$ cat config.mk
export PLATFORM = sky130hd
export DESIGN_NAME = smcr_regs
export DESIGN_NICKNAME = d
export VERILOG_FILES = /design/src/smcr_pkg.sv /design/src/smcr_regs.sv
export VERILOG_INCLUDE_DIRS = /design/src /design/src/src
export SDC_FILE = /design/constraint.sdc
export NUM_CORES = 1
export LEC_CHECK = 0
export BUFFER_PORTS_ARGS = -buffer_cell sky130_fd_sc_hd__buf_2
export CORE_ASPECT_RATIO = 0.5
export CORE_MARGIN = 2
export CORE_UTILIZATION = 45
export CTS_CLUSTER_SIZE = 16
export DETAILED_ROUTE_END_ITERATION = 6
export HOLD_SLACK_MARGIN = 0.03
export PLACE_DENSITY_LB_ADDON = 0.15
export RECOVER_POWER = 25
export SLEW_MARGIN = 10
export SYNTH_ARGS = -nofsm -noshare
export SYNTH_HDL_FRONTEND = slang
export SYNTH_SLANG_ARGS = --single-unit
$ cat constraint.sdc
create_clock -name SYS_CLK -period 2.9 [get_ports SYS_CLK]
set_input_delay 0.58 -clock SYS_CLK [delete_from_list [all_inputs] [get_ports SYS_CLK]]
set_output_delay 0.58 -clock SYS_CLK [all_outputs]
set_load 0.01 [all_outputs]
$ cat src/smcr_map.svh
// register offsets, field positions, module count and reset pulse length for the module control registers
`ifndef SMCR_MAP_SVH
`define SMCR_MAP_SVH
`define SMCR_CTRL_ADDR 5'h00
`define SMCR_BIT_RESET 15
`define SMCR_BIT_RSVD14 14
`define SMCR_BIT_SPEED_LSB 13
`define SMCR_BIT_AUTONEG_EN 12
`define SMCR_BIT_B11 11
`define SMCR_BIT_ISOLATE 10
`define SMCR_BIT_RESTART 9
`define SMCR_BIT_DUPLEX 8
`define SMCR_BIT_COLTEST 7
`define SMCR_BIT_SPEED_MSB 6
`define SMCR_BIT_UNIDIR 5
`define SMCR_NUM_MODULES 4
`define SMCR_RESET_PULSE_CYC 4'h4
`endif

$ cat src/smcr_pkg.sv
// types for the module control register bank
package smcr_pkg;
    typedef struct packed {
        logic rsvd14;
        logic autoneg_en;
        logic bit11;
        logic isolate;
        logic unidir;
    } smcr_ctrl_t;

    typedef struct packed {
        logic module_reset;
        logic autoneg_restart;
        logic power_down;
        logic autoneg_en;
        logic isolate;
        logic tx_unidir;
    } smcr_out_t;
endpackage

$ cat src/smcr_regs.sv
// four-module management control register bank at register address 0
// Summary of operation
// - Writing 1 to bit 15 resets the module, the bit self-clears and defaults to 0 in modules 1-3.
// - Module 0 has the same bit-15 reset control.
// - Bit 14 everywhere and bit 11 in modules 1-3 store and read back what was written, default 0.
// - Bit 13 reads 0 and bit 6 reads 1 for 1000 Mb/s, writes ignored.
// - Bit 12 is the read/write link_autoneg enable with default 1.
// - In module 0 bit 11 is power down, default 0, set by write and cleared only by module reset.
// - Bit 10 is the read/write isolate control with default 1.
// - Writing 1 to bit 9 restarts link_autoneg and the bit self-clears, default 0.
// - Bit 8 reads 1 for full duplex, writes ignored.
// - Bit 7 reads 0, collision test disabled.
// - Bit 5 is unidirectional enable, default 0, transmitting without link only while link_autoneg is off.
// - Bits 4 to 0 read zero and ignore writes.
// - Undefined register addresses read all zeros and ignore writes.
// - Each of the four modules has its own copy of the register.
`timescale 1ns/1ps
`include "smcr_map.svh"

module smcr_regs
(
    input wire logic SYS_CLK, // 40 MHz clock
    input wire logic RST_B, // async reset, active low
    input wire logic [1:0] MOD_SEL, // addressed module
    input wire logic [4:0] REG_ADDR, // register address
    input wire logic WR_EN, // one-cycle write strobe
    input wire logic [15:0] WR_DATA, // write data
    input wire logic RD_EN, // one-cycle read strobe
    output logic [15:0] RD_DATA, // read data, valid cycle after RD_EN
    output logic [3:0] MOD_RESET, // per module reset pulse
    output logic [3:0] AUTONEG_RESTART, // per module restart pulse
    output logic [3:0] AUTONEG_EN, // per module link_autoneg enable
    output logic [3:0] ISOLATE, // per module isolate
    output logic [3:0] TX_UNIDIR, // transmit without link
    output logic POWER_DOWN // module 0 power down
);
    smcr_pkg::smcr_ctrl_t ctrl_r [`SMCR_NUM_MODULES];
    logic [3:0] rst_cnt_r [`SMCR_NUM_MODULES];
    logic [3:0] restart_r;
    logic pd_r;
    logic [15:0] rd_nxt;
    logic [15:0] rd_r;
    logic hit;

    assign hit = (REG_ADDR == `SMCR_CTRL_ADDR);

    genvar g;
    generate
        for (g = 0; g < `SMCR_NUM_MODULES; g++)
        begin : gen_mod
            logic wr_me;
            assign wr_me = WR_EN && hit && (MOD_SEL == 2'(g));

            // reset counter: bit 15 reads 1 while the module is held in reset
            always_ff @(posedge SYS_CLK or negedge RST_B)
            begin
                if (!RST_B)
                    rst_cnt_r[g] <= 4'h0;
                else if (wr_me && WR_DATA[`SMCR_BIT_RESET])
                    rst_cnt_r[g] <= `SMCR_RESET_PULSE_CYC;
                else if (rst_cnt_r[g] != 4'h0)
                    rst_cnt_r[g] <= rst_cnt_r[g] - 4'h1;
            end

            always_ff @(posedge SYS_CLK or negedge RST_B)
            begin
                if (!RST_B)
                    ctrl_r[g] <= '{rsvd14: 1'b0, autoneg_en: 1'b1, bit11: 1'b0, isolate: 1'b1, unidir: 1'b0};
                else if (rst_cnt_r[g] == 4'h1)
                    ctrl_r[g] <= '{rsvd14: 1'b0, autoneg_en: 1'b1, bit11: 1'b0, isolate: 1'b1, unidir: 1'b0};
                else if (wr_me && rst_cnt_r[g] == 4'h0)
                begin
                    ctrl_r[g].rsvd14 <= WR_DATA[`SMCR_BIT_RSVD14];
                    ctrl_r[g].autoneg_en <= WR_DATA[`SMCR_BIT_AUTONEG_EN];
                    ctrl_r[g].bit11 <= (g == 0) ? 1'b0 : WR_DATA[`SMCR_BIT_B11];
                    ctrl_r[g].isolate <= WR_DATA[`SMCR_BIT_ISOLATE];
                    ctrl_r[g].unidir <= WR_DATA[`SMCR_BIT_UNIDIR];
                end
            end

            always_ff @(posedge SYS_CLK or negedge RST_B)
            begin
                if (!RST_B)
                    restart_r[g] <= 1'b0;
                else
                    restart_r[g] <= wr_me && WR_DATA[`SMCR_BIT_RESTART] && rst_cnt_r[g] == 4'h0;
            end
        end
    endgenerate

    // power down: write can only set it, module 0 reset clears it
    always_ff @(posedge SYS_CLK or negedge RST_B)
    begin
        if (!RST_B)
            pd_r <= 1'b0;
        else if (rst_cnt_r[0] == 4'h1)
            pd_r <= 1'b0;
        else if (WR_EN && hit && MOD_SEL == 2'h0 && WR_DATA[`SMCR_BIT_B11] && rst_cnt_r[0] == 4'h0)
            pd_r <= 1'b1;
    end

    always_comb
    begin
        rd_nxt = 16'h0000;
        if (hit)
        begin
            rd_nxt[`SMCR_BIT_RESET] = (rst_cnt_r[MOD_SEL] != 4'h0);
            rd_nxt[`SMCR_BIT_RSVD14] = ctrl_r[MOD_SEL].rsvd14;
            rd_nxt[`SMCR_BIT_SPEED_LSB] = 1'b0;
            rd_nxt[`SMCR_BIT_AUTONEG_EN] = ctrl_r[MOD_SEL].autoneg_en;
            rd_nxt[`SMCR_BIT_B11] = (MOD_SEL == 2'h0) ? pd_r : ctrl_r[MOD_SEL].bit11;
            rd_nxt[`SMCR_BIT_ISOLATE] = ctrl_r[MOD_SEL].isolate;
            rd_nxt[`SMCR_BIT_RESTART] = restart_r[MOD_SEL];
            rd_nxt[`SMCR_BIT_DUPLEX] = 1'b1;
            rd_nxt[`SMCR_BIT_COLTEST] = 1'b0;
            rd_nxt[`SMCR_BIT_SPEED_MSB] = 1'b1;
            rd_nxt[`SMCR_BIT_UNIDIR] = ctrl_r[MOD_SEL].unidir;
        end
    end

    always_ff @(posedge SYS_CLK or negedge RST_B)
    begin
        if (!RST_B)
            rd_r <= 16'h0000;
        else if (RD_EN)
            rd_r <= rd_nxt;
    end
    assign RD_DATA = rd_r;

    // registered outputs
    always_ff @(posedge SYS_CLK or negedge RST_B)
    begin
        if (!RST_B)
        begin
            MOD_RESET <= 4'h0;
            AUTONEG_RESTART <= 4'h0;
            AUTONEG_EN <= 4'hf;
            ISOLATE <= 4'hf;
            TX_UNIDIR <= 4'h0;
            POWER_DOWN <= 1'b0;
        end
        else
        begin
            for (int i = 0; i < `SMCR_NUM_MODULES; i++)
            begin
                MOD_RESET[i] <= (rst_cnt_r[i] != 4'h0);
                AUTONEG_RESTART[i] <= restart_r[i];
                AUTONEG_EN[i] <= ctrl_r[i].autoneg_en;
                ISOLATE[i] <= ctrl_r[i].isolate;
                TX_UNIDIR[i] <= ctrl_r[i].unidir && !ctrl_r[i].autoneg_en;
            end
            POWER_DOWN <= pd_r;
        end
    end

    property p_reset_clears_pd;
        @(posedge SYS_CLK) disable iff (!RST_B)
        (rst_cnt_r[0] == 4'h1) |=> !pd_r;
    endproperty
    a_reset_clears_pd: assert property (p_reset_clears_pd) else $error("power down not cleared by reset");

    property p_pd_sticky;
        @(posedge SYS_CLK) disable iff (!RST_B)
        (pd_r && rst_cnt_r[0] != 4'h1) |=> pd_r;
    endproperty
    a_pd_sticky: assert property (p_pd_sticky) else $error("power down cleared without reset");

    property p_restart_pulse;
        @(posedge SYS_CLK) disable iff (!RST_B)
        (restart_r[3] && !(WR_EN && hit && MOD_SEL == 2'h3 && WR_DATA[`SMCR_BIT_RESTART])) |=> !restart_r[3];
    endproperty
    a_restart_pulse: assert property (p_restart_pulse) else $error("restart not self clearing");

    property p_reset_len;
        @(posedge SYS_CLK) disable iff (!RST_B)
        (WR_EN && hit && MOD_SEL == 2'h1 && WR_DATA[15]) |=> ##1 MOD_RESET[1] [*4] ##1 !MOD_RESET[1];
    endproperty
    a_reset_len: assert property (p_reset_len) else $error("module reset length wrong");

    property p_unmapped_zero;
        @(posedge SYS_CLK) disable iff (!RST_B)
        (RD_EN && !hit) |=> (RD_DATA == 16'h0000);
    endproperty
    a_unmapped_zero: assert property (p_unmapped_zero) else $error("unmapped read not zero");

    property p_const_bits;
        @(posedge SYS_CLK) disable iff (!RST_B)
        (RD_EN && hit) |=> (RD_DATA[8:6] == 3'h5 && RD_DATA[13] == 1'b0 && RD_DATA[4:0] == 5'h00);
    endproperty
    a_const_bits: assert property (p_const_bits) else $error("constant bits wrong");

    property p_defaults_after_reset;
        @(posedge SYS_CLK) disable iff (!RST_B)
        (rst_cnt_r[2] == 4'h1) |=> ##1 (AUTONEG_EN[2] && ISOLATE[2] && !TX_UNIDIR[2]);
    endproperty
    a_defaults_after_reset: assert property (p_defaults_after_reset) else $error("defaults not restored");

    property p_unidir;
        @(posedge SYS_CLK) disable iff (!RST_B)
        TX_UNIDIR[3] |-> $past(ctrl_r[3].unidir) && !$past(ctrl_r[3].autoneg_en);
    endproperty
    a_unidir: assert property (p_unidir) else $error("unidirectional gating wrong");

    property p_ctrl_frozen;
        @(posedge SYS_CLK) disable iff (!RST_B)
        (rst_cnt_r[1] > 4'h1) |=> $stable(ctrl_r[1]);
    endproperty
    a_ctrl_frozen: assert property (p_ctrl_frozen) else $error("control changed during module reset");

    property p_levels_match_read;
        @(posedge SYS_CLK) disable iff (!RST_B)
        (RD_EN && hit && MOD_SEL == 2'h2) |=> (RD_DATA[12] == AUTONEG_EN[2] && RD_DATA[10] == ISOLATE[2]);
    endproperty
    a_levels_match_read: assert property (p_levels_match_read) else $error("control levels differ from read");

    property p_pd_matches_read;
        @(posedge SYS_CLK) disable iff (!RST_B)
        (RD_EN && hit && MOD_SEL == 2'h0) |=> (RD_DATA[11] == POWER_DOWN);
    endproperty
    a_pd_matches_read: assert property (p_pd_matches_read) else $error("power down differs from read");

    property p_mod0_reset_out;
        @(posedge SYS_CLK) disable iff (!RST_B)
        (WR_EN && hit && MOD_SEL == 2'h0 && WR_DATA[`SMCR_BIT_RESET]) |=> ##1 MOD_RESET[0];
    endproperty
    a_mod0_reset_out: assert property (p_mod0_reset_out) else $error("module 0 reset not raised");
endmodule

---- Word level (Yosys, flattened, before mapping) ----
Cells that the tools add are included.
word-level totals
  register bits after elaboration ......... 73
  input bits .............................. 27
  output and inout port bits .............. 37
  logic and storage cells ................. 129
cells by class
  add/sub/neg operators ................... 4
  magnitude comparators ................... 2
  eq/ne operators ......................... 7
  muxes and demuxes ....................... 28
  bitwise gates (word level) .............. 1
  reductions and logical operators ........ 51
operator list
  kind                                                                          number
  5-bit two-way mux                                                             10
  4-bit two-way mux                                                             10
  1-bit logical AND                                                             27
  4-bit nonzero test                                                            5
  2-bit nonzero test                                                            9
  4-bit by 1-bit == test with 1-bit output, second input constant               4
  4-bit logical NOT                                                             4
  4-bit by 1-bit subtractor with 4-bit output, second input constant            4
  11-bit two-way mux                                                            1
  5-bit binary-select mux with 2-bit select                                     1
  4-bit binary-select mux with 2-bit select                                     1
  5-bit logical NOT                                                             1
  2-bit == test, second input constant                                          2
  1-bit logical NOT                                                             4
  1-bit two-way mux                                                             4
  3-bit greater-or-equal comparator, second input constant                      1
  2-bit by 3-bit less-than comparator with 1-bit output, second input constant  1
  2-bit NOT with 3-bit output                                                   1
  1-bit binary-select mux with 2-bit select                                     1
  2-bit by 1-bit == test with 1-bit output, second input constant               1
  2-bit logical NOT                                                             1

---- Depth between registers and ports, before layout ----
  depth in word-level cells ............... 7
  gate-level depth with buffers ........... 7
  gate-level depth less buffers ........... 6

---- Least setup slack after synthesis ----
OpenSTA, ideal clock, no wires.
  kind .................................... input to register
  start ................................... input port REG_ADDR[3]
  end ..................................... register ctrl_r[0] in the netlist's numbering
  library setup time ...................... 0.121 ns
  data arrival time ....................... 1.594 ns
  data required time ...................... 2.779 ns
  setup slack ............................. 1.185 ns
  cell stages on the path ................. 5
  buffers on the path ..................... 1
  cells stage by stage .................... nor4b_4 > and2_1 > buf_6 > a21oi_2 > a22o_1
between the ends
  longest elaborated chain between the ends .. 5
RTL lines
  element                              line             text
  start: declaration                   smcr_regs.sv:25  input wire logic [4:0] REG_ADDR,
  5-bit logical NOT (no source line)   --
  1-bit logical AND (2 in a row)       smcr_regs.sv:52  assign wr_me = WR_EN && hit && (MOD_SEL == 2'(g));
  1-bit logical AND                    smcr_regs.sv:71  else if (wr_me && rst_cnt_r[g] == 4'h0)
  2-bit nonzero test (no source line)  --
  end signal: indexed assignment       smcr_regs.sv:68  ctrl_r[g] <= '{rsvd14: 1'b0, autoneg_en: 1'b1, bit11: 1'b0, isolate: 1'b1, unidir: 1'b0};
  end signal: indexed assignment       smcr_regs.sv:70  ctrl_r[g] <= '{rsvd14: 1'b0, autoneg_en: 1'b1, bit11: 1'b0, isolate: 1'b1, unidir: 1'b0};
  end: declaration                     smcr_regs.sv:37  smcr_pkg::smcr_ctrl_t ctrl_r [`SMCR_NUM_MODULES];
No other way between the ends.
A chain may end at the register's enable or synchronous reset.

---- Worst setup path in the final report ----
  start ................................... register rst_cnt_r[0] in the netlist's numbering
  end ..................................... register ctrl_r[4] in the netlist's numbering
between the ends
  longest elaborated chain between the ends .. 3
  elaborated cells between the ends (all ways) .. 5
  those cells by class .................... eq/ne: 1; mux: 1; reduce/logical: 3
RTL lines
  element                              line             text
  start: declaration                   smcr_regs.sv:38  logic [3:0] rst_cnt_r [`SMCR_NUM_MODULES];
  start signal: indexed assignment     smcr_regs.sv:60  rst_cnt_r[g] <= `SMCR_RESET_PULSE_CYC;
  start signal: indexed assignment     smcr_regs.sv:62  rst_cnt_r[g] <= rst_cnt_r[g] - 4'h1;
  4-bit logical NOT                    smcr_regs.sv:71
  1-bit logical AND                    smcr_regs.sv:71
  2-bit nonzero test (no source line)  --
Several ways; a longest one is shown, not always the timed one.

==> impl_metrics.toml <==
[critical_path]
slowest_delay_ns = 0.50
slowest_stage = "or3b_1"
crit_type = "register to register"
path_buf_inv = 1
setup.worst_path.end_class = "register"
cp_cell_sequence = "inv_1, ha_1, or3b_1, nor2_4, a21oi_2, a22o_1"
worstSetupStartpointType = "register"
data_required_time_at_the_worst_endpoint_ns = 3.12
rr_startpoint = "rst_cnt_r[0]"
critical_path_arrival_ns = 2.14
worst-path-max-fanout = 6
r2r_end = "ctrl_r[4]"
worst_path_dominant_cell_family = "simple AND/OR/NAND/NOR gates"
reg2reg_depth = 6
rrSetupSlack_ns = 0.98

[clock_network]
cts_setup_buffers = 0
cts.htree.levels = 3
clock_path_buffers = 2
cts_root_buf = "clkbuf_16"
clock-sinks = 69
worstSkewPairLatency_ns = 0.33
number_of_clock_buffers_inserted_by_tritoncts = 9
cts_tree = "built"
holdBufCountCts = 0
post_cts_resize_count = 0
clk_transition_reported_paths_ns = 0.06

[die]
dieWidth_um = 122
floorplan.io_pins = 64
die_area_um2 = 7740
core_region_area_um2 = 6730
placementRows = 21
floorplan.initialDensity = 0.469
die_h_um = 63.2

[hold_path]
worst_hold_startpoint = "restart_r[0]"
hp-class = "register to register"
min_to = "AUTONEG_RESTART[0]"
min_path_cells = 0

[finish]
fillerInstances = 595
layout.cells.non_filler = 422
design.final.nets = 361
final_cell_mix = "dfrtp_1 (53), buf_2 (47), nor2_1 (26)"
most_common_cell_after_layout_fill_and_taps_aside = "dfrtp_1"
final_layout_size_suffix_gt1_frac = 0.282
ff_latch_area_um2 = 1750
insertedDiodeCount = 0
finish.instance_area_um2 = 3770
multi_input_area_um2 = 1240
areaGrowthSynthToFinish_pct = 19.3

[logic_synthesis]
netlist_area_before_placement_um2 = 3160
syn-mean-instance-area_um2 = 11.5
synth.largest_area_cell = "dfrtp_1"
synthFlopType = "dfrtp_1"
netlist_instances = 275
synth-async-reset-ratio = 1.00
synthTopCellsByArea = "dfrtp_1 (42%), dfstp_2 (13%), mux4_2 (5.0%)"
synth_warnings = 0
synthDistinctLibCells = 43
synth.top_cell.area_share = 0.420
number_of_synthesized_register_bits = 69
synth_edf_count = 0
synth.yosys.seq_area_share = 0.553

[global_route]
antenna_found_initial = 0
grtUsageTotal = 0.192
first_global_vias = 2045
maximum_number_of_pins_on_one_net_before_global_route_repair = 70
grt_first_pass_wirelength_mm = 10.8
remaining_global_route_overflow = 0

[placement]
portBuffers = 47
placed_cell_area_um2 = 3440
dp_hpwl_mm = 4.66
globalplace.congestion = 0.784
post-place-cells = 406

[flow_run]
max_capacitance_violation_total = 1

[timing]
timing.setup.tns_ns = 0
finalSetupViolations = 0
report.final.hold_viol_count = 0
finalCriticalPeriod_ns = 1.92
timing.final.crit_share = 0.661
maxSlewHeadroom = -0.0909
max_slew.worst_pin.slew_ns = 1.64
max_slew_violation_count = 70
grt_setup_unrepaired = "false"
timing.clock.skew_ns = 0.00523
fmaxAchievable_ghz = 0.522

[route]
routed-via-count = 2190
drtPass1Iterations = 4
wl_per_cell_um = 15.9
via_per_inst = 5.19
finalWirelength_mm = 6.71
route.antenna.remaining_nets = 0
route.detailed.drc = 0
initialDrtViolationCount = 139

[status]
outcome = "finished, violations left"
failed_checks = "capacitance limit, slew limit"

[pwr]
ir_worst_vdd_uv = 402
power_density_nw_per_um2 = 855
total_leakage_power_uw = 0.00182
total_power_uw = 3220
==> logic make-up after synthesis <==
| logic type | synth area share |
|---|---|
| flops | 0.553 |
| xor+xnor | 0.0139 |
| other cells | 0.00119 |
| simple gates | 0.192 |
| buf+inv | 0.0622 |
| compound gates | 0.0789 |
| mux | 0.0626 |
| fa+ha+maj | 0.0357 |
==> synth_stat cells, types with 2 or more instances <==
| cell | n |
|---|---|
| dfstp_2 | 16 |
| nand2_1 | 14 |
| o21ai_0 | 8 |
| and3_4 | 2 |
| nor3b_1 | 4 |
| xnor2_1 | 4 |
| dfrtp_1 | 53 |
| buf_4 | 8 |
| nand4b_4 | 2 |
| or3_1 | 4 |
| nor2_1 | 26 |
| ha_1 | 9 |
| nor3_2 | 2 |
| nor2b_1 | 6 |
| nand2b_1 | 3 |
| nand3_1 | 10 |
| clkbuf_1 | 3 |
| mux4_2 | 7 |
| mux2i_1 | 4 |
| a21oi_1 | 8 |
| o22a_1 | 2 |
| inv_1 | 25 |
| nor3_1 | 10 |
| nor4_1 | 4 |
| and3_2 | 2 |
| o22ai_1 | 7 |
| a22o_1 | 3 |
| or3b_1 | 4 |
| a211o_1 | 2 |
| buf_2 | 4 |
| a211oi_1 | 4 |
| and2_1 | 4 |
==> flip-flops by register name (all words and copies together) (netlist names) <==
| signal | count |
|---|---|
| ctrl_r | 19 |
| rst_cnt_r | 16 |
| RD_DATA | 8 |
| AUTONEG_EN | 4 |
| AUTONEG_RESTART | 4 |
| ISOLATE | 4 |
| MOD_RESET | 4 |
| TX_UNIDIR | 4 |
| restart_r | 4 |
| POWER_DOWN | 1 |
| pd_r | 1 |
==> where the power goes <==
part           internal (uW)  switching, uW
registers               1120            154
logic                    328            433
clock network            777            408
==> stage by stage <==
step | hold WS, ns | util | setup WS (ns)
floorplan | 0.284 | - | 1.19
CTS | 0.369 | 0.560 | 1.00
global route | 0.397 | 0.560 | 0.801
global placement | 0.364 | 0.512 | 0.785
detailed placement | 0.358 | 0.512 | 0.772
finish | 0.371 | 0.560 | 0.983
==> final cells by class <==
cell class	instances	share of cell area
Clock buffer	11	0.0645
Clock inverter	5	0.0223
Inverter	25	0.0249
Multi-Input combinational cell	171	0.328
Sequential cell	69	0.464
Tap cell	92	0.0306
Timing Repair Buffer	49	0.0658
==> layer usage <==
layer | up-vias | GRT usage | wire (um) | share of wire
li1 | 1034 | - | - | -
met1 | 1081 | 0.272 | 3310 | 0.49
met2 | 68 | 0.276 | 2880 | 0.43
met3 | 7 | 0.0707 | 449 | 0.067
met4 | 0 | 0.0560 | 65 | 0.0097
met5 | - | 0 | 0 | 0
==> worst max path at each step <==
| stage | startpoint | to | slack, ns | cells past startpoint |
|---|---|---|---|---|
| 2_1_floorplan | REG_ADDR[3] | ctrl_r[0] | 1.19 | 5 |
| 3_3_place_gp | REG_ADDR[3] | ctrl_r[4] | 0.78 | 5 |
| 3_5_place_dp | REG_ADDR[3] | ctrl_r[0] | 0.77 | 5 |
| 4_1_cts | rst_cnt_r[0] | ctrl_r[4] | 1.00 | 6 |
| 5_1_grt | RST_B | POWER_DOWN | 0.80 | 2 |
| 6_report | rst_cnt_r[0] | ctrl_r[4] | 0.98 | 6 |
Power figures use the tool's default switching activity.
